**config.mk**
```make
export PLATFORM = sky130hd
export DESIGN_NAME = slrs_top
export DESIGN_NICKNAME = d
export VERILOG_FILES = /design/src/core/slrs_pkg.sv /design/src/core/slrs_top.sv
export VERILOG_INCLUDE_DIRS = /design/src /design/src/core
export SDC_FILE = /design/constraint.sdc
export NUM_CORES = 1
export LEC_CHECK = 0
export ABC_AREA = 1
export BUFFER_PORTS_ARGS = -buffer_cell sky130_fd_sc_hd__buf_2
export CAP_MARGIN = 20
export CORE_ASPECT_RATIO = 1.2
export CORE_MARGIN = 2
export CORE_UTILIZATION = 49
export DETAILED_ROUTE_END_ITERATION = 12
export HOLD_SLACK_MARGIN = 0.12
export PLACE_DENSITY = 0.78
export SLEW_MARGIN = 20
export SYNTH_ARGS = -nofsm -noshare
export SYNTH_HDL_FRONTEND = slang
export SYNTH_SLANG_ARGS = --single-unit
```
**constraint.sdc**
```tcl
create_clock -name pclk -period 1.6 [get_ports pclk]
set_input_delay 0 -clock pclk [delete_from_list [all_inputs] [get_ports pclk]]
set_output_delay 0 -clock pclk [all_outputs]
set_load 0.03 [all_outputs]
```
**src/core/slrs_cfg.svh**
```systemverilog
/*
 * slrs_cfg.svh: offsets, field positions, reset values and timing counts
 * for the serial link ramp and status block.
 * assumes: included by bare name; definitions only.
 */
`ifndef SLRS_CFG_SVH
`define SLRS_CFG_SVH

// register indices; byte address on the bus is index * 4
`define SLRS_IDX_RSTEP_LO 8'h62
`define SLRS_IDX_RSTEP_HI 8'h63
`define SLRS_IDX_STATUS 8'h6C
`define SLRS_IDX_CTRL 8'h70
`define SLRS_IDX_IRQ_STAT 8'h71
`define SLRS_IDX_IRQ_MASK 8'h72
`define SLRS_ADDR_W 10

// status field positions
`define SLRS_ST_LINK 6
`define SLRS_ST_SYNC 5
`define SLRS_ST_CLOCK_PHASE_SHIFT_FLAG 4

// control field positions
`define SLRS_CTRL_EN 0
`define SLRS_CTRL_TM_LSB 4

// reset values and the ramp test pattern code
`define SLRS_RST_STEP_LO 8'h01
`define SLRS_RST_STEP_HI 8'h00
`define SLRS_RST_CTRL 8'h00
`define SLRS_TM_RAMP 4'h6

// sync request qualification, in frame clock periods
`define SLRS_SYNC_MIN_FRAMES 4

// link bring-up: frame clocks of code group sync, then ila frames
`define SLRS_CGS_FRAMES 4
`define SLRS_ILA_FRAMES 16

`endif

```
**src/core/slrs_pkg.sv**
```systemverilog
/*
 * slrs_pkg.sv: types for the serial link ramp and status block.
 * assumes: compiled before the block.
 */
package slrs_pkg;
    // link bring-up sequence, gray coded along the usual path
    typedef enum logic [1:0] {
        SLRS_IDLE = 2'b00,
        SLRS_CGS = 2'b01,
        SLRS_ILA = 2'b11,
        SLRS_DATA = 2'b10
    } slrs_link_e;
endpackage

```
**src/core/slrs_top.sv**
```systemverilog
/*
 * slrs_top.sv: ramp step and link status registers with a small link
 * bring-up sequencer and the ramp pattern generator, apb slave.
 * assumes: pclk is the frame clock; sync_n, sysref_shift and clk_ready are
 * synchronous to pclk; one apb master.
 */
// How it works
// step value is low byte at 0x62, high byte at 0x63.
// software never writes a zero step value.
// software clears serializer enable before changing the step bytes.
// link flag bit 6 set after sync and ila done, data flowing.
// sync flag bit 5 low on request and during sync, else one; the code also holds it low in SLRS_IDLE.
// receiver holds sync request low for the minimum frame count.
// sync flag follows the procedure state, not the raw pin.
// clock_phase_shift_flag flag bit 4 set when sysref shifts frame clock phase.
// writing one clears clock_phase_shift_flag flag, zero leaves it.
// sysref without phase change leaves clock_phase_shift_flag flag alone.
// clock_phase_shift_flag flag cleared while clock ready is low.
// ramp encoding of test pattern select sends the ramp.
// ramp sample rises by the step each sample, wraps at 65536.
// status bit 7 reads zero and ignores writes.
`timescale 1ns/1ps
`default_nettype none
`include "slrs_cfg.svh"

module slrs_top
    import slrs_pkg::*;
#(
    parameter int SYNC_MIN = `SLRS_SYNC_MIN_FRAMES,
    parameter int CGS_LEN = `SLRS_CGS_FRAMES,
    parameter int ILA_LEN = `SLRS_ILA_FRAMES
) (
    input wire logic pclk,
    input wire logic presetn,
    input wire logic psel,
    input wire logic penable,
    input wire logic pwrite,
    input wire logic [`SLRS_ADDR_W-1:0] paddr,
    input wire logic [31:0] pwdata,
    input wire logic [3:0] pstrb,
    output logic [31:0] prdata,
    output logic pready,
    output logic pslverr,
    input wire logic sync_n,
    input wire logic sysref_shift,
    input wire logic clk_ready,
    output logic serializer_enable,
    output logic [3:0] test_pattern_select,
    output logic [15:0] sample_out,
    output logic sample_valid,
    output logic irq
);

    // counters are eight bits wide, so longer counts cannot be served
    if (SYNC_MIN < 1 || SYNC_MIN > 255 || CGS_LEN < 1 || CGS_LEN > 255 ||
        ILA_LEN < 1 || ILA_LEN > 255) begin : g_bad_counts
        $error("slrs_top: counts must be 1..255");
    end

    ////////////////////////////////////////////////////////////////////////
    // apb decode: zero wait state, unmapped address answers pslverr
    logic acc;
    logic wr;
    logic rd;
    logic [7:0] idx;
    logic hit_lo, hit_hi, hit_st, hit_ctrl, hit_is, hit_im, hit_any;

    assign acc = psel && penable;
    assign wr = acc && pwrite && pstrb[0];
    assign rd = acc && !pwrite;
    assign idx = paddr[9:2];
    assign hit_lo = (paddr[1:0] == 2'h0) && (idx == `SLRS_IDX_RSTEP_LO);
    assign hit_hi = (paddr[1:0] == 2'h0) && (idx == `SLRS_IDX_RSTEP_HI);
    assign hit_st = (paddr[1:0] == 2'h0) && (idx == `SLRS_IDX_STATUS);
    assign hit_ctrl = (paddr[1:0] == 2'h0) && (idx == `SLRS_IDX_CTRL);
    assign hit_is = (paddr[1:0] == 2'h0) && (idx == `SLRS_IDX_IRQ_STAT);
    assign hit_im = (paddr[1:0] == 2'h0) && (idx == `SLRS_IDX_IRQ_MASK);
    assign hit_any = hit_lo || hit_hi || hit_st || hit_ctrl || hit_is || hit_im;
    assign pready = 1'b1;
    assign pslverr = acc && !hit_any;

    ////////////////////////////////////////////////////////////////////////
    // step and control registers
    logic [7:0] step_lo_reg;
    logic [7:0] step_hi_reg;
    logic [7:0] ctrl_reg;
    logic [15:0] ramp_step_value;

    // two byte step
    always_ff @(posedge pclk or negedge presetn) begin
        if (!presetn) begin
            step_lo_reg <= `SLRS_RST_STEP_LO;
            step_hi_reg <= `SLRS_RST_STEP_HI;
        end else begin
            if (wr && hit_lo) begin
                step_lo_reg <= pwdata[7:0];
            end
            if (wr && hit_hi) begin
                step_hi_reg <= pwdata[7:0];
            end
        end
    end
    assign ramp_step_value = {step_hi_reg, step_lo_reg};

    always_ff @(posedge pclk or negedge presetn) begin
        if (!presetn) begin
            ctrl_reg <= `SLRS_RST_CTRL;
        end else if (wr && hit_ctrl) begin
            ctrl_reg <= {pwdata[7:4], 3'h0, pwdata[0]};
        end
    end
    assign serializer_enable = ctrl_reg[`SLRS_CTRL_EN];
    assign test_pattern_select = ctrl_reg[`SLRS_CTRL_TM_LSB +: 4];

    ////////////////////////////////////////////////////////////////////////
    // link bring-up sequencer; relies on the receiver holding a real request
    slrs_link_e state_reg;
    logic [7:0] cnt_reg;
    logic [7:0] sync_cnt_reg;
    logic sync_req;

    // request qualified only after the minimum low time
    always_ff @(posedge pclk or negedge presetn) begin
        if (!presetn) begin
            sync_cnt_reg <= 8'h00;
        end else if (sync_n) begin
            sync_cnt_reg <= 8'h00;
        end else if (sync_cnt_reg != 8'(SYNC_MIN)) begin
            sync_cnt_reg <= sync_cnt_reg + 8'h01;
        end
    end
    assign sync_req = !sync_n && (sync_cnt_reg == 8'(SYNC_MIN) - 8'h01);

    always_ff @(posedge pclk or negedge presetn) begin
        if (!presetn) begin
            state_reg <= SLRS_IDLE;
            cnt_reg <= 8'h00;
        end else if (!serializer_enable || !clk_ready) begin
            state_reg <= SLRS_IDLE;
            cnt_reg <= 8'h00;
        end else begin
            case (state_reg)
                SLRS_IDLE: begin
                    state_reg <= SLRS_CGS;
                    cnt_reg <= 8'h00;
                end
                SLRS_CGS: begin
                    // code groups go out until the receiver has released its request for CGS_LEN frames
                    if (!sync_n || cnt_reg != 8'(CGS_LEN - 1)) begin
                        cnt_reg <= sync_n ? cnt_reg + 8'h01 : 8'h00;
                    end else begin
                        state_reg <= SLRS_ILA;
                        cnt_reg <= 8'h00;
                    end
                end
                SLRS_ILA: begin
                    if (cnt_reg == 8'(ILA_LEN - 1)) begin
                        state_reg <= SLRS_DATA;
                    end
                    cnt_reg <= cnt_reg + 8'h01;
                end
                SLRS_DATA: begin
                    if (sync_req) begin
                        state_reg <= SLRS_CGS;
                        cnt_reg <= 8'h00;
                    end
                end
                default: begin
                    state_reg <= SLRS_IDLE;
                end
            endcase
        end
    end

    logic link_up;
    logic sync_flag;
    // link flag only in data phase
    assign link_up = (state_reg == SLRS_DATA);
    // low while synchronising or a request is qualified
    // from the sequencer state, not the pin
    assign sync_flag = (state_reg == SLRS_ILA) || (state_reg == SLRS_DATA && !sync_req);

    ////////////////////////////////////////////////////////////////////////
    // clock_phase_shift_flag flag
    logic clock_phase_shift_flag_reg;
    logic clock_phase_shift_flag_wclr;
    assign clock_phase_shift_flag_wclr = wr && hit_st && pwdata[`SLRS_ST_CLOCK_PHASE_SHIFT_FLAG];

    // set on phase shift; R10: plain sysref never reaches sysref_shift
    // write one clears, set wins; R11: cleared without clock ready
    always_ff @(posedge pclk or negedge presetn) begin
        if (!presetn) begin
            clock_phase_shift_flag_reg <= 1'b0;
        end else if (!clk_ready) begin
            clock_phase_shift_flag_reg <= 1'b0;
        end else if (sysref_shift) begin
            clock_phase_shift_flag_reg <= 1'b1;
        end else if (clock_phase_shift_flag_wclr) begin
            clock_phase_shift_flag_reg <= 1'b0;
        end
    end

    logic [7:0] status_val;
    // bit 7 constant zero
    assign status_val = {1'b0, link_up, sync_flag, clock_phase_shift_flag_reg, 4'h0};

    ////////////////////////////////////////////////////////////////////////
    // interrupts: bit0 link up, bit1 sync request, bit2 clock_phase_shift_flag; read clears
    logic [2:0] irq_stat_reg;
    logic [2:0] irq_mask_reg;
    logic [2:0] irq_ev;
    logic link_d_reg;
    logic sync_d_reg;

    always_ff @(posedge pclk or negedge presetn) begin
        if (!presetn) begin
            link_d_reg <= 1'b0;
            sync_d_reg <= 1'b0;
        end else begin
            link_d_reg <= link_up;
            sync_d_reg <= sync_req;
        end
    end
    assign irq_ev = {sysref_shift && clk_ready, sync_req && !sync_d_reg, link_up && !link_d_reg};

    always_ff @(posedge pclk or negedge presetn) begin
        if (!presetn) begin
            irq_stat_reg <= 3'h0;
        end else if (rd && hit_is) begin
            irq_stat_reg <= irq_ev;
        end else begin
            irq_stat_reg <= irq_stat_reg | irq_ev;
        end
    end

    always_ff @(posedge pclk or negedge presetn) begin
        if (!presetn) begin
            irq_mask_reg <= 3'h0;
        end else if (wr && hit_im) begin
            irq_mask_reg <= pwdata[2:0];
        end
    end
    assign irq = |(irq_stat_reg & irq_mask_reg);

    ////////////////////////////////////////////////////////////////////////
    // read data, combinational in the access cycle
    always_comb begin
        prdata = 32'h0;
        if (rd) begin
            if (hit_lo) prdata = {24'h0, step_lo_reg};
            else if (hit_hi) prdata = {24'h0, step_hi_reg};
            else if (hit_st) prdata = {24'h0, status_val};
            else if (hit_ctrl) prdata = {24'h0, ctrl_reg};
            else if (hit_is) prdata = {29'h0, irq_stat_reg};
            else if (hit_im) prdata = {29'h0, irq_mask_reg};
        end
    end

    ////////////////////////////////////////////////////////////////////////
    // ramp generator; step assumed nonzero and stable while enabled
    logic [15:0] ramp_reg;
    logic ramp_on;
    assign ramp_on = link_up && (test_pattern_select == `SLRS_TM_RAMP);

    // ramp selected; R13: add step, wraps naturally at 16 bits
    // zero step would freeze the ramp; R03: step held while enabled
    always_ff @(posedge pclk or negedge presetn) begin
        if (!presetn) begin
            ramp_reg <= 16'h0000;
            sample_valid <= 1'b0;
        end else begin
            sample_valid <= ramp_on;
            if (ramp_on) begin
                ramp_reg <= ramp_reg + ramp_step_value;
            end else begin
                ramp_reg <= 16'h0000;
            end
        end
    end
    assign sample_out = ramp_reg;

    ////////////////////////////////////////////////////////////////////////
    // checks
    // ramp step
    chk_ramp_step: assert property (@(posedge pclk) disable iff (!presetn)
        ramp_on && $past(ramp_on) |-> ramp_reg == 16'($past(ramp_reg) + ramp_step_value))
        else $error("ramp did not advance by step");
    // write one clears
    chk_clock_phase_shift_flag_clear: assert property (@(posedge pclk) disable iff (!presetn)
        clock_phase_shift_flag_wclr && !sysref_shift |=> !clock_phase_shift_flag_reg)
        else $error("clock_phase_shift_flag not cleared by write");
    // set on shift
    chk_clock_phase_shift_flag_set: assert property (@(posedge pclk) disable iff (!presetn)
        sysref_shift && clk_ready |=> clock_phase_shift_flag_reg)
        else $error("clock_phase_shift_flag not set");
    // clock ready loss
    chk_clock_phase_shift_flag_clkrdy: assert property (@(posedge pclk) disable iff (!presetn)
        !clk_ready |=> !clock_phase_shift_flag_reg)
        else $error("clock_phase_shift_flag survived clock loss");
    // no spurious set
    chk_clock_phase_shift_flag_hold: assert property (@(posedge pclk) disable iff (!presetn)
        !clock_phase_shift_flag_reg && !sysref_shift |=> !clock_phase_shift_flag_reg)
        else $error("clock_phase_shift_flag set without shift");
    // link only after ila
    chk_link_order: assert property (@(posedge pclk) disable iff (!presetn)
        $rose(link_up) |-> $past(state_reg) == SLRS_ILA)
        else $error("link up without ila");
    // sync flag low during sync
    chk_sync_flag: assert property (@(posedge pclk) disable iff (!presetn)
        state_reg == SLRS_CGS |-> !status_val[`SLRS_ST_SYNC])
        else $error("sync flag high while synchronising");
    // short low pulse does not drop link; a one frame minimum would qualify it
    chk_sync_filter: assert property (@(posedge pclk) disable iff (!presetn)
        SYNC_MIN > 1 && link_up && !sync_n && $past(sync_n) && serializer_enable &&
        clk_ready |=> link_up)
        else $error("link dropped on one frame of sync low");
    // bit 7 zero
    chk_status_b7: assert property (@(posedge pclk) disable iff (!presetn)
        rd && hit_st |-> prdata[7] == 1'b0)
        else $error("status bit 7 not zero");
    // step high byte write
    chk_step_write: assert property (@(posedge pclk) disable iff (!presetn)
        wr && hit_hi |=> step_hi_reg == $past(pwdata[7:0]))
        else $error("step high byte not written");
    // qualified request restarts sync
    chk_sync_restart: assert property (@(posedge pclk) disable iff (!presetn)
        state_reg == SLRS_DATA && sync_req && serializer_enable && clk_ready
        |=> state_reg == SLRS_CGS)
        else $error("qualified request did not restart sync");
    // full ila run before link
    chk_ila_length: assert property (@(posedge pclk) disable iff (!presetn)
        $rose(link_up) |-> $past(cnt_reg) == 8'(ILA_LEN - 1))
        else $error("ila shorter than its length");
    // ramp starts from zero
    chk_ramp_start: assert property (@(posedge pclk) disable iff (!presetn)
        ramp_on && !$past(ramp_on) |-> ramp_reg == 16'h0000)
        else $error("ramp did not start at zero");
    // unqualified low pin keeps flag high
    chk_sync_pin: assert property (@(posedge pclk) disable iff (!presetn)
        state_reg == SLRS_DATA && !sync_n && !sync_req |-> status_val[`SLRS_ST_SYNC])
        else $error("sync flag followed the raw pin");

endmodule // slrs_top

`default_nettype wire

```
==> Word-level counts from Yosys, hierarchy flattened <==
Cells that the tools add are included.
{ "word_totals": {"register_bits": 65, "in_bits": 54, "word_cells": 105} }
{ "classes": {"n_eq_ne": 18, "reduce_logical": 45, "n_mux": 24, "bitwise": 2, "addsub": 3} }
{ "op_table": {"columns": ["op", "n"], "rows": [
  ["2-to-1 mux 8 bit", 11],
  ["== test 8 x 7 -> 1 bit (second input constant)", 6],
  ["case mux 8 bit (4 select lines)", 1],
  ["logical AND 1 bit", 24],
  ["adder 16 bit", 1],
  ["adder 8 x 1 -> 8 bit (second input constant)", 2],
  ["2-to-1 mux 16 bit", 1],
  ["2-to-1 mux 3 bit", 3],
  ["== test 8 x 2 -> 1 bit (second input constant)", 1],
  ["== test 8 x 4 -> 1 bit (second input constant)", 1],
  ["zero test 1 bit", 8],
  ["logical OR 1 bit", 8],
  ["2-to-1 mux 2 bit", 4],
  ["!= test 8 x 2 -> 1 bit (second input constant)", 1],
  ["!= test 8 x 3 -> 1 bit (second input constant)", 1],
  ["case mux 2 bit (4 select lines)", 1],
  ["!= test 3 x 2 -> 1 bit (second input constant)", 2],
  ["!= test 3 bit (second input constant)", 2],
  ["== test 2 bit (second input constant)", 2],
  ["== test 4 x 3 -> 1 bit (second input constant)", 1],
  ["zero test 2 bit", 2],
  ["AND 3 bit", 1],
  ["2-to-1 mux 1 bit", 3],
  ["bitwise OR 3 bit", 1],
  ["4 further kinds", 4]
]} }

==> Depth between registers and ports, before layout <==
Gate-level depths: netlist of run 1.
{ "logic_depth": {"ltp_word": 9, "ltp_mapped": 11, "ltp_nobuf": 11} }

==> Worst setup path after synthesis of run 1 <==
No wires, ideal clock.
{ "synth_path": {"kind": "register to register", "startpoint": "reg ramp_reg[0] (netlist: sample_out[0])", "endpoint": "reg ramp_reg[12] (netlist: sample_out[12])", "setup_ns": 0.117, "stages_incl_launch_ff": 10, "required_time_ns": 1.483, "n_path_buf": 0, "path_slack_ns": -0.199, "synth_period_minus_slack_ns": 1.799, "arrival_time_ns": 1.682, "cell_sequence": "dfrtp_1 > ha_1 > inv_1 > fa_1 > o21ai_0 > nand3_1 > nand3_1 > nand2_1 > nand2_1 > nor2_1"} }
{ "synth_via": {"elab_chain_cells": 2} }
{ "synth_lines": {"columns": ["item", "line_no", "text"], "rows": [
  ["from (decl)", "slrs_top.sv:261", "logic [15:0] ramp_reg;"],
  ["from (signal assigned)", "slrs_top.sv:274", "ramp_reg <= ramp_reg + ramp_step_value;"],
  ["adder 16 bit", "slrs_top.sv:274", null],
  ["2-to-1 mux 16 bit", "slrs_top.sv:273", "if (ramp_on) begin"]
]} }
Every way passes these cells.
A chain may end at the register's enable or synchronous reset.

==> Worst setup path after layout of run 1 <==
{ "layout_path": {"startpoint": "reg step_lo_reg[0]", "endpoint": "reg ramp_reg[10] (netlist: sample_out[10])"} }
{ "layout_via": {"elab_chain_cells": 2} }
{ "layout_lines": {"columns": ["item", "line_no", "text"], "rows": [
  ["from (decl)", "slrs_top.sv:84", "logic [7:0] step_lo_reg;"],
  ["from (signal assigned)", "slrs_top.sv:92", "step_lo_reg <= `SLRS_RST_STEP_LO;"],
  ["from (signal assigned)", "slrs_top.sv:96", "step_lo_reg <= pwdata[7:0];"],
  ["adder 16 bit", "slrs_top.sv:274", null],
  ["2-to-1 mux 16 bit", "slrs_top.sv:273", null]
]} }
Every way passes these cells.

==> PnR_summary.wiki, run 1 <==
{| class="wikitable"
! Metric !! Value
|-
| TritonCTS clock tree || built
|-
| Worst setup margin || -0.166 ns
|-
| Inserted Clock Buffers || 9
|-
| Std cell rows || 37
|-
| Top cells by area, synth || sky130_fd_sc_hd__dfrtp_1 (37%), sky130_fd_sc_hd__nand2_1 (13%), sky130_fd_sc_hd__inv_1 (6.3%)
|-
| Cells along the critical path || ha_4, inv_2, fa_2, inv_2, nand2_2, nand3_4, nand3_2, nand2_2, nand2_1, nand2_1, nor2_1
|-
| Predominant post-synthesis flop cell || sky130_fd_sc_hd__dfrtp_1
|-
| Combinational family with the most area after synthesis || simple AND/OR/NAND/NOR gates
|-
| WP data required || 1.85 ns
|-
| CP arrival || 2.02 ns
|-
| Maximum single-stage delay on the critical path || 0.56 ns
|-
| GRT overflow || 0
|-
| Cell Pwr Density || 650 nW/um^2
|-
| Vias in the first global route || 4157
|-
| Global-route wire length before repair || 18700 um
|-
| Die span in y || 107 um
|-
| Core Region || 8560 um^2
|-
| Post-CTS clock slew at the launch and capture registers of the worst setup and hold paths || 0.08 ns
|-
| Final design utilization || 65.6%
|-
| Max Root-Sink Buffers || 2
|-
| Type of element capturing the critical path || register
|-
| Buffer and inverter count on the worst path || 2
|-
| Post-synth cell types || 40
|-
| DP Cell Count || 762
|-
| DRT iter0 DRCs || 298
|-
| P_leak || 0.00295 uW
|-
| Diode count || 0
|-
| Run status || finished, violations left
|-
| Buffers added on ports || 58
|-
| Proportion of synthesized chip area in sequential cells || 37.8%
|-
| RSZ-0062 raised after global routing || yes
|-
| Critical Path Fanout Max || 4
|-
| Adder and majority gate portion of the synthesized area || 5.69%
|-
| Number of antenna violations at the first check in global routing || 0
|-
| Critical path type || register to register
|-
| Final Cycle Share || 110%
|-
| Routed WL || 11800 um
|-
| Max FFs per register || 16
|-
| Most frequently used cell type in the post-synthesis netlist || sky130_fd_sc_hd__nand2_1
|-
| Share of the synthesized area in the top cell type || 37.2%
|-
| Cell type contributing the most total cell area after synthesis || sky130_fd_sc_hd__dfrtp_1
|-
| Simple-gate share of the synthesized area || 29.5%
|-
| Synthesized instance count || 576
|-
| Post-detailed-route DRC marker count || 0
|-
| Slew Limit Fails || 0
|-
| Half-perimeter wire length after placement || 8220 um
|-
| Drt via density || 5.22
|-
| All-Layer GR Usage || 25.1%
|-
| Worst path slowest cell || sky130_fd_sc_hd__dfstp_2
|-
| Number of iterations in the first detailed-routing pass || 5
|-
| Fill cell instance count of the final layout || 696
|-
| CTS H-tree lvls || 3
|-
| Proportion of layout cells with a drive suffix above 1 || 32.5%
|-
| Xor and xnor fraction of the mapped netlist area || 1.02%
|-
| Cell at the root of the clock tree || sky130_fd_sc_hd__clkbuf_8
|-
| Combined area of the multi-input logic cells || 2570 um^2
|-
| Initial standard-cell utilization of the core || 50.3%
|-
| Total Die Area || 9560 um^2
|-
| Share of the synthesized area in compound gates (AO/OA/AOI/OAI) || 13.4%
|-
| Worst vdd rail ir drop || 0.000574 V
|-
| Register area || 1640 um^2
|-
| Setup-violating endpoint count in the final report || 7
|-
| Fin Clk Skew || 0.0103 ns
|-
| Cell Area, Synth || 4310 um^2
|-
| CP delay by family, top || flip-flops
|-
| Via count || 4229
|-
| IO Count || 111
|-
| Die width || 89.6 um
|-
| Count of endpoints failing hold in the final timing report || 0
|-
| Multiplexer fraction of the synthesized cell area || 0%
|-
| Synthesis warning total || 0
|-
| Number of antenna-violating nets in the routed design || 0
|-
| Pin count of the biggest net entering global routing || 66
|-
| Worst Setup Start Kind || register
|-
| Highest attainable clock frequency || 0.566 GHz
|-
| Filler-free cell count of the finished design || 810
|-
| Post-Route Setup TNS || -0.837 ns
|-
| Mapped Avg Cell Area || 7.48 um^2
|-
| Gp weighted congestion || 0.927
|-
| Classification of the worst-slack hold path || input pin to register
|-
| Clk sink count || 65
|-
| Count of flip-flops with a built-in enable after synthesis || 0
|-
| Async set-or-reset flop fraction in the synthesized netlist || 100%
|-
| Tmin final || 1.77 ns
|-
| Clock insertion delay at the later pin of the skew report || 0.35 ns
|-
| Nets@finish || 761
|-
| WL/cell || 14.5 um
|-
| Violations in the final reports || negative setup slack
|-
| Flop and latch count out of synthesis || 65
|-
| Top cells by count, synth || sky130_fd_sc_hd__nand2_1 (146), sky130_fd_sc_hd__inv_1 (72), sky130_fd_sc_hd__dfrtp_1 (64), sky130_fd_sc_hd__nor2_1 (50), sky130_fd_sc_hd__nand3_1 (40)
|-
| Area growth, synth to finish || 30.4%
|-
| Max-capacitance violation count || 0
|}
-- tightest hold or removal path, delay by kind of cell --
kind	cells	cell delay [ns]
simple gates	3	0.28
compound gates	1	0.10
buf+inv	1	0.11
-- per-layer routing --
layer	track usage, %	vias to the layer above	share of wire, %
met3	5.08	40	4.7
met1	28.8	1990	39
met4	11.3	0	3.9
met2	44.0	154	53
li1	-	2045	-
met5	0	-	0
-- cell usage in the layout (no fill, tap or decap), types with 5 or more instances in the layout --
cell,Yosys,layout
sky130_fd_sc_hd__a21oi_1,38,26
sky130_fd_sc_hd__a21oi_2,0,12
sky130_fd_sc_hd__buf_2,3,56
sky130_fd_sc_hd__buf_4,25,33
sky130_fd_sc_hd__buf_6,3,5
sky130_fd_sc_hd__clkbuf_8,0,9
sky130_fd_sc_hd__conb_1,2,25
sky130_fd_sc_hd__dfrtp_1,64,57
sky130_fd_sc_hd__dfrtp_2,0,7
sky130_fd_sc_hd__dlygate4sd3_1,0,14
sky130_fd_sc_hd__ha_1,18,5
sky130_fd_sc_hd__ha_4,0,12
sky130_fd_sc_hd__inv_1,72,67
sky130_fd_sc_hd__inv_2,5,10
sky130_fd_sc_hd__nand2_1,146,134
sky130_fd_sc_hd__nand2_2,8,20
sky130_fd_sc_hd__nand3_1,40,32
sky130_fd_sc_hd__nand3_2,1,7
sky130_fd_sc_hd__nand4_1,8,8
sky130_fd_sc_hd__nor2_1,50,47
sky130_fd_sc_hd__nor2_4,4,6
sky130_fd_sc_hd__o21ai_0,29,24
sky130_fd_sc_hd__o21ai_1,6,8
sky130_fd_sc_hd__o21ai_2,16,19
-- worst paths after layout --
kind | slack, ns | from | endpoint | depth (start not counted)
min in group asynchronous | 0.20 | presetn | sample_out[9]$_DFF_PN0_ | 3
hold / removal | 0.16 | paddr[1] | clock_phase_shift_flag_reg$_DFFE_PN0P_ | 5
setup / recovery | -0.17 | step_lo_reg[0]$_DFFE_PN1P_ | sample_out[10]$_DFF_PN0_ | 11
setup reg to reg | -0.17 | step_lo_reg[0]$_DFFE_PN1P_ | sample_out[10]$_DFF_PN0_ | 11
max in group asynchronous | 1.07 | presetn | step_lo_reg[0]$_DFFE_PN1P_ | 3
hold reg to reg | 0.45 | sync_d_reg$_DFF_PN0_ | irq_stat_reg[1]$_DFF_PN0_ | 1
-- area by class of cell --
type,instances,share of cell area (%)
Clock inverter,7,1.83
Inverter,78,5.30
Sequential cell,65,29.1
Clock buffer,9,2.20
Tap cell,117,2.61
Multi-Input combinational cell,425,45.7
Timing Repair Buffer,109,13.3
-- timing repair --
item,4_1_cts,5_1_grt
endpoints found under the hold margin,101,0
hold buffers,14,0
resized for setup,37,43
setup buffers,11,13
endpoints found under the setup margin,12,28
pin swaps,8,22
-- report_power, final --
group          switching [uW]  total (uW)  internal [uW]
sequential               22.5        1690           1670
combinational             240         353            113
clock                     717        1610            893
total                     979        3650           2670
-- per-stage QoR --
| step | power (uW) | hold slack [ns] | worst slack (ns) | cell area [um^2] |
|---|---|---|---|---|
| floorplan | 1950 | -0.296 | -0.0198 | 4410 |
| global placement | 2020 | 0.0422 | -0.0382 | 4770 |
| global route | 3790 | 0.193 | -0.254 | 5620 |
| CTS | 3650 | 0.145 | -0.116 | 5410 |
| finish | 3650 | 0.160 | -0.166 | 5620 |
| detailed placement | 2020 | 0.0407 | -0.120 | 4770 |
-- cells by family after synthesis --
logic type | count (synthesis)
buffers and inverters | 109
xor gates and xnor gates | 5
adders and majority gates | 19
AOI/OAI and AO/OA | 98
DFF | 65
and+or+nand+nor | 278
other | 2
(Power assumes the default switching activity.)
==> run 2, diff against run 1 <==
Settings changed: CORE_UTILIZATION 49 to 25, PLACE_DENSITY 0.78 to unset.
Clock period 1.6 ns to 2 ns, I/O delays scaled along.
==> run 2 against run 1 <==
The run now ends clean. Routed wire length fell by 4.2%. Clock skew fell by 0.0021 ns. Non-clock buffer count fell by 34. Flip-flop and latch count did not move. Total power fell by 10%. Largest power group is now clock. Worst hold slack improved by 0.045 ns. Critical path type is now register to output pin.
==> PnR_summary.wiki, run 2 (synthesis results as in run 1) <==
{| class="wikitable"
! Metric !! Value
|-
| Setup-violating endpoint count in the final report || 0 (-7)
|-
| Cells along the critical path || ha_1, nor3b_1, nand3_1, nand2_2, nand2_1, nand2_1, a21oi_2, buf_6
|-
| Fin Clk Skew || 0.00814 ns (-0.00211 ns)
|-
| WL/cell || 12.9 um (-11%)
|-
| Initial standard-cell utilization of the core || 25.6% (-25 points)
|-
| Drt via density || 4.45 (-15%)
|-
| IO Count || 111 (unchanged)
|-
| Pin count of the biggest net entering global routing || 43 (-35%)
|-
| Number of antenna violations at the first check in global routing || 0 (unchanged)
|-
| Clock insertion delay at the later pin of the skew report || 0.33 ns (-0.02 ns)
|-
| Type of element capturing the critical path || output pin
|-
| Worst slew pin tran || 0.566 ns
|-
| Post-Route Setup TNS || 0 ns (+0.837 ns)
|-
| CP delay by family, top || simple AND/OR/NAND/NOR gates
|-
| Tmin final || 1.90 ns
|-
| Buffer and inverter count on the worst path || 1 (-1)
|-
| Global-route wire length before repair || 18600 um (-0.81%)
|-
| Routed WL || 11300 um (-4.2%)
|-
| Most crowded layer after global routing || met2
|-
| Met3 routing resource usage after global routing || 3.59% (-1.5 points)
|-
| Relative slew slack || 62.2%
|-
| Buffers added on ports || 58 (unchanged)
|-
| Diode count || 0 (unchanged)
|-
| # Post-CTS Setup Buffers || 0 (-11)
|-
| RSZ-0062 raised after global routing || no
|-
| Worst path slowest cell || sky130_fd_sc_hd__dfrtp_1
|-
| Total Die Area || 18300 um^2 (+91%)
|-
| GRT overflow || 0 (unchanged)
|-
| DRT iter0 DRCs || 166 (-44%)
|-
| Cell at the root of the clock tree || sky130_fd_sc_hd__clkbuf_16
|-
| Worst Setup Start Kind || register
|-
| P_leak || 0.00282 uW (-4.2%)
|-
| Cell Pwr Density || 627 nW/um^2 (-3.5%)
|-
| Clk sink count || 65 (unchanged)
|-
| Die width || 124 um (+38%)
|-
| Half-perimeter wire length after placement || 8730 um (+6.1%)
|-
| Critical path type || register to output pin
|-
| Gp weighted congestion || 0.864 (-6.9%)
|-
| Crit-path most repeated cell || sky130_fd_sc_hd__nand2_1
|-
| Nets@finish || 727 (-4.5%)
|-
| Number of iterations in the first detailed-routing pass || 4 (-1)
|-
| Worst vdd rail ir drop || 0.000529 V (-7.9%)
|-
| Run status || completed
|-
| Max Root-Sink Buffers || 2 (unchanged)
|-
| Vias in the first global route || 3751 (-9.8%)
|-
| Die span in y || 148 um (+39%)
|-
| TritonCTS clock tree || built
|-
| Inserted Clock Buffers || 9 (unchanged)
|-
| GRT met1 Usage || 16.1% (-13 points)
|-
| Minimum setup slack among reg-to-reg paths || 0.24 ns (+0.41 ns)
|-
| Area growth, synth to finish || 21.4%
|-
| Classification of the worst-slack hold path || input pin to async pin
|-
| CP arrival || 1.90 ns (-0.12 ns)
|-
| All-Layer GR Usage || 13.0% (-12 points)
|-
| Max FFs per register || 16 (unchanged)
|-
| Most common library cell in the layout ignoring fill and taps || sky130_fd_sc_hd__nand2_1
|-
| Critical Path Fanout Max || 4 (unchanged)
|-
| Highest attainable clock frequency || 0.527 GHz
|-
| Std cell rows || 52 (+41%)
|-
| Commonest non-fill, non-tap cells in the layout || sky130_fd_sc_hd__nand2_1 (145), sky130_fd_sc_hd__inv_1 (71), sky130_fd_sc_hd__dfrtp_1 (64)
|-
| Met2 Resource Use GR || 22.2% (-22 points)
|-
| Via count || 3893 (-7.9%)
|-
| CTS H-tree lvls || 3 (unchanged)
|-
| Proportion of layout cells with a drive suffix above 1 || 19.3% (-13 points)
|-
| Slew Limit Fails || 0 (unchanged)
|-
| Count of endpoints failing hold in the final timing report || 0 (unchanged)
|-
| Worst hold slack || 0.205 ns (+0.0451 ns)
|-
| Core Region || 16900 um^2 (+97%)
|-
| Number of antenna-violating nets in the routed design || 0 (unchanged)
|-
| Maximum single-stage delay on the critical path || 0.40 ns (-0.16 ns)
|-
| WP data required || 2.00 ns (+0.15 ns)
|-
| Final Cycle Share || 94.8%
|-
| Post-detailed-route DRC marker count || 0 (unchanged)
|-
| Max-capacitance violation count || 0 (unchanged)
|-
| Post-CTS clock slew at the launch and capture registers of the worst setup and hold paths || 0.05 ns (-0.03 ns)
|}
run 2: changes by cell type in the layout (fill, tap and decap cells not counted), moves of 8 or more:
cell	before	now
sky130_fd_sc_hd__a21oi_1	26	36
sky130_fd_sc_hd__a21oi_2	12	2
sky130_fd_sc_hd__buf_4	33	2
sky130_fd_sc_hd__clkbuf_16	0	9
sky130_fd_sc_hd__clkbuf_8	9	1
sky130_fd_sc_hd__ha_1	5	18
sky130_fd_sc_hd__ha_4	12	0
sky130_fd_sc_hd__nand2_1	134	145
sky130_fd_sc_hd__nand2_2	20	9
run 2: cell type report:
| type | count | area (um^2) |
|---|---|---|
| flip-flops and latches | 65 | 1630 |
| clock inverters | 3 | 65.1 |
| well taps | 216 | 270 |
| repair buffers | 75 | 472 |
| multi-input cells | 425 | 2250 |
| inverters | 78 | 298 |
| clock buffers | 12 | 246 |
| fillers | 1822 | 11600 |
run 2: through the flow:
stage / util, % / area, um^2 / total power, uW / std cells / setup slack, ns
after floorplan: - / 4390 / 1560 / 599 / 0.201
after global placement: 28.2 / 4750 / 1620 / 845 / 0.133
after detailed placement: 28.2 / 4750 / 1620 / 845 / 0.126
after CTS: 30.9 / 5210 / 3330 / 874 / 0.0353
after global routing: 31.0 / 5230 / 3420 / 874 / 0.00159
final: 31.0 / 5230 / 3280 / 874 / 0.104
run 2: final timing paths:
kind | depth (start not counted) | startpoint | to
worst max-delay path | 8 | sync_cnt_reg[0]$_DFFE_PN0P_ | prdata[5]
min in group pclk | 5 | pwrite | irq_stat_reg[2]$_DFF_PN0_
worst min register to register | 1 | sync_d_reg$_DFF_PN0_ | irq_stat_reg[1]$_DFF_PN0_
worst max register to register | 11 | step_lo_reg[0]$_DFFE_PN1P_ | sample_out[10]$_DFF_PN0_
max in group asynchronous | 3 | presetn | step_lo_reg[0]$_DFFE_PN1P_
worst min-delay path | 2 | presetn | cnt_reg[7]$_DFFE_PN0P_
run 2: power by group:
group	total [uW]	switching [uW]	internal (uW)
Combinational	258	184	73.3
Sequential	1360	19.7	1340
Clock	1660	548	1120
run 2: metal layers:
layer	wire length [um]	vias up	part of all wire [%]
met5	0	-	0
met3	501	8	4.4
met2	5710	71	51
li1	-	1977	-
met4	136	0	1.2
met1	4950	1837	44
run 2: timing repair:
item                                    CTS  global route
endpoints found under the setup margin    1             5
endpoints found under the hold margin    56             0
hold buffers                             14             0
pin swaps                                 0             2
gates resized for setup                   2             7
==> run 3, diff against run 2 <==
Settings changed: ABC_AREA 1 to unset, GPL_ROUTABILITY_DRIVEN set to 1, HOLD_SLACK_MARGIN 0.12 to unset.
==> run 3 against run 2 <==
The run now ends with negative setup slack left. Core utilization up 2.6 points. Clock skew down 0.00079 ns. Flip-flop and latch count unchanged. Combinational power down 7%. Worst setup slack worse by 0.13 ns. Fmax down 6.5%. Critical path type is now register to register.
==> PnR_summary.wiki, run 3 <==
{| class="wikitable"
! Metric !! Value
|-
| Run status || finished, violations left
|-
| Violations in the final reports || negative setup slack
|-
| CTS H-tree lvls || 3 (unchanged)
|-
| Fin Clk Skew || 0.00735 ns (-0.000793 ns)
|-
| Worst-case reg-to-reg path depth || 9 (-2)
|-
| Maximum single-stage delay on the critical path || 0.42 ns (+0.02 ns)
|-
| Gp weighted congestion || 0.901 (+4.3%)
|-
| Nets@finish || 561 (-23%)
|-
| Cell Pwr Density || 610 nW/um^2 (-2.8%)
|-
| Max Root-Sink Buffers || 2 (unchanged)
|-
| CP arrival || 2.27 ns (+0.37 ns)
|-
| Final design utilization || 33.6% (+2.6 points)
|-
| Share of the synthesized area in the top cell type || 42.6% (+5.4 points)
|-
| DP Cell Count || 660 (-22%)
|-
| Predominant post-synthesis flop cell || sky130_fd_sc_hd__dfrtp_1
|-
| Most frequently used cell type in the post-synthesis netlist || sky130_fd_sc_hd__dfrtp_1
|-
| Count of flip-flops with a built-in enable after synthesis || 0 (unchanged)
|-
| Async set-or-reset flop fraction in the synthesized netlist || 100% (unchanged)
|-
| Diode count || 0 (unchanged)
|-
| Minimum setup slack among reg-to-reg paths || -0.03 ns (-0.27 ns)
|-
| Buffers added on ports || 58 (unchanged)
|-
| Synthesized instance count || 385 (-33%)
|-
| Highest attainable clock frequency || 0.493 GHz (-6.5%)
|-
| DRT iter0 DRCs || 189 (+14%)
|-
| Critical Path Fanout Max || 2 (-2)
|-
| Flop and latch count out of synthesis || 65 (unchanged)
|-
| Via count || 3227 (-17%)
|-
| Slew Limit Fails || 0 (unchanged)
|-
| Proportion of layout cells with a drive suffix above 1 || 32.7% (+13 points)
|-
| Number of antenna violations at the first check in global routing || 0 (unchanged)
|-
| Worst path slowest cell || sky130_fd_sc_hd__dfrtp_2
|-
| Area growth, synth to finish || 32.5%
|-
| Mapped Avg Cell Area || 9.77 um^2 (+31%)
|-
| All-Layer GR Usage || 13.1% (+0.016 points)
|-
| Total Die Area || 16100 um^2 (-12%)
|-
| Crit Reg-Reg Endpoint || sample_out[12]$_DFF_PN0_
|-
| Tmin final || 2.03 ns (+0.131 ns)
|-
| Initial standard-cell utilization of the core || 25.4% (-0.20 points)
|-
| Classification of the worst-slack hold path || input pin to register
|-
| Std cell rows || 49 (-5.8%)
|-
| Worst vdd rail ir drop || 0.000351 V (-34%)
|-
| Cell Area, Synth || 3760 um^2 (-13%)
|-
| Fill cell instance count of the final layout || 1560 (-14%)
|-
| Max FFs per register || 16 (unchanged)
|-
| Crit path from || sample_out[0]$_DFF_PN0_
|-
| Routed WL || 10200 um (-9.6%)
|-
| Cell type contributing the most total cell area after synthesis || sky130_fd_sc_hd__dfrtp_1
|-
| Most common library cell in the layout ignoring fill and taps || sky130_fd_sc_hd__dfrtp_1
|-
| Clk sink count || 65 (unchanged)
|-
| Setup-violating endpoint count in the final report || 3 (+3)
|-
| Synthesis warning total || 0 (unchanged)
|-
| WL/cell || 14.7 um (+13%)
|-
| Pin count of the biggest net entering global routing || 66 (+53%)
|-
| Cells along the critical path || ha_4, inv_2, fa_2, nor2b_2, o211a_1, o211a_1, o31a_1, o21a_1, nor3_1
|-
| Max-capacitance violation count || 0 (unchanged)
|-
| WP data required || 2.24 ns (+0.24 ns)
|-
| Core Region || 14800 um^2 (-12%)
|-
| Worst hold slack || 0.0194 ns (-0.186 ns)
|-
| Global-route wire length before repair || 16500 um (-11%)
|-
| Origin of the critical flop-to-flop path || sample_out[0]$_DFF_PN0_
|-
| TritonCTS clock tree || built
|-
| P_leak || 0.00240 uW (-15%)
|-
| RSZ-0062 raised after global routing || yes
|-
| Vias in the first global route || 3309 (-12%)
|-
| Half-perimeter wire length after placement || 7700 um (-12%)
|-
| Relative slew slack || 63.2% (+0.92 points)
|-
| Cell at the root of the clock tree || sky130_fd_sc_hd__clkbuf_16
|-
| Post-CTS clock slew at the launch and capture registers of the worst setup and hold paths || 0.06 ns (about the same)
|-
| Worst-case setup slack after placement || -0.106 ns (-0.231 ns)
|-
| Die width || 116 um (-6.3%)
|-
| Final Cycle Share || 101% (+6.6 points)
|-
| Crit-path most repeated cell || sky130_fd_sc_hd__o211a_1
|-
| Commonest non-fill, non-tap cells in the layout || sky130_fd_sc_hd__dfrtp_1 (62), sky130_fd_sc_hd__buf_2 (57), sky130_fd_sc_hd__nor2_1 (40)
|-
| Post-detailed-route DRC marker count || 0 (unchanged)
|-
| Final Power || 3040 uW (-7.3%)
|-
| IO Count || 111 (unchanged)
|-
| Drt via density || 4.63 (+3.9%)
|-
| Count of endpoints failing hold in the final timing report || 0 (unchanged)
|-
| Top cells by area, synth || sky130_fd_sc_hd__dfrtp_1 (43%), sky130_fd_sc_hd__mux2_2 (7.2%), sky130_fd_sc_hd__ha_1 (6.0%)
|-
| Number of iterations in the first detailed-routing pass || 6 (+2)
|-
| Inserted Clock Buffers || 9 (unchanged)
|-
| Critical path type || register to register
|-
| Clock insertion delay at the later pin of the skew report || 0.32 ns (about the same)
|-
| GRT overflow || 0 (unchanged)
|-
| Top cells by count, synth || sky130_fd_sc_hd__dfrtp_1 (64), sky130_fd_sc_hd__nor2_1 (41), sky130_fd_sc_hd__buf_4 (26), sky130_fd_sc_hd__o21ai_0 (25), sky130_fd_sc_hd__mux2_2 (24)
|-
| Die span in y || 138 um (-6.4%)
|-
| Number of antenna-violating nets in the routed design || 0 (unchanged)
|-
| Post-synth cell types || 55 (+38%)
|-
| Filler-free cell count of the finished design || 697 (-20%)
|-
| Worst Setup Start Kind || register
|-
| Proportion of synthesized chip area in sequential cells || 43.3% (+5.5 points)
|-
| Last element of the critical path || sample_out[12]$_DFF_PN0_
|-
| Worst setup margin || -0.0277 ns (-0.131 ns)
|-
| Worst slew pin tran || 0.551 ns (-0.0158 ns)
|-
| Type of element capturing the critical path || register
|}
==> run 3: repair_timing <==
action                                  in CTS  in global routing
gates resized for setup                     18                 14
endpoints found under the setup margin       7                 18
cloned                                       0                  0
setup buffers                                3                  6
hold buffers                                12                  0
endpoints found under the hold margin       90                  0
pin swaps                                   14                 14
==> run 3: power breakdown <==
| part | internal, uW | leakage [uW] | switching, uW | total [uW] |
|---|---|---|---|---|
| logic | 72.4 | 0.00138 | 168 | 240 |
| registers | 1340 | 0.000883 | 17.5 | 1360 |
| clock network | 900 | 0.000139 | 545 | 1440 |
==> run 3: cell families after synthesis <==
kind of cell	share of synthesized area (%)
compound gates	13.9
other cells	0.200
fa+ha+maj	6.52
mux	7.45
flops	43.3
xor+xnor	3.96
buf+inv	7.28
simple gates	17.4
==> run 3: area by class of cell <==
class                      count  area (um^2)  area share, %
clock inverter                 3         15.0          0.301
inverter                      14         52.6           1.05
clock buffer                  13          260           5.22
timing repair buffer         101          662           13.3
sequential                    65         1630           32.7
multi-input combinational    297         2110           42.3
tap                          204          255           5.12
==> run 3: per-layer routing <==
layer / global-route usage [%] / up-vias / routed length [um]
met5: 0 / - / 0
met4: 3.88 / 0 / 125
met3: 2.94 / 8 / 480
met2: 23.5 / 94 / 5550
met1: 15.2 / 1590 / 4060
li1: - / 1535 / -
==> run 3: worst min path at each step <==
stage / from / end / slack (ns) / depth (start not counted)
6_report: pwdata[0] / ctrl_reg[0]$_DFFE_PN0P_ / 0.02 / 2
5_1_grt: pwdata[0] / step_hi_reg[0]$_DFFE_PN0P_ / 0.02 / 2
4_1_cts: pwdata[0] / step_lo_reg[0]$_DFFE_PN1P_ / 0.01 / 2
3_5_place_dp: presetn / sample_out[3]$_DFF_PN0_ / 0.04 / 2
3_3_place_gp: presetn / sample_out[3]$_DFF_PN0_ / 0.04 / 2
2_1_floorplan: presetn / clock_phase_shift_flag_reg$_DFFE_PN0P_ / -0.30 / 0
==> run 3: critical path: cells and delay by family, from the launching register on <==
family	cells	cell delay, ns
AO/OA/AOI/OAI	4	0.94
AND/OR/NAND/NOR	2	0.17
buffers and inverters	1	0.06
flip-flops	1	0.42
adder cells (fa/ha/maj)	2	0.38
==> run 3: stage by stage <==
stage / setup TNS, ns / cell area, um^2
floorplan: -0.00661 / 3890
global placement: -0.119 / 4390
detailed placement: -0.382 / 4390
CTS: -0.200 / 4870
global route: -0.786 / 4980
finish: -0.0662 / 4980
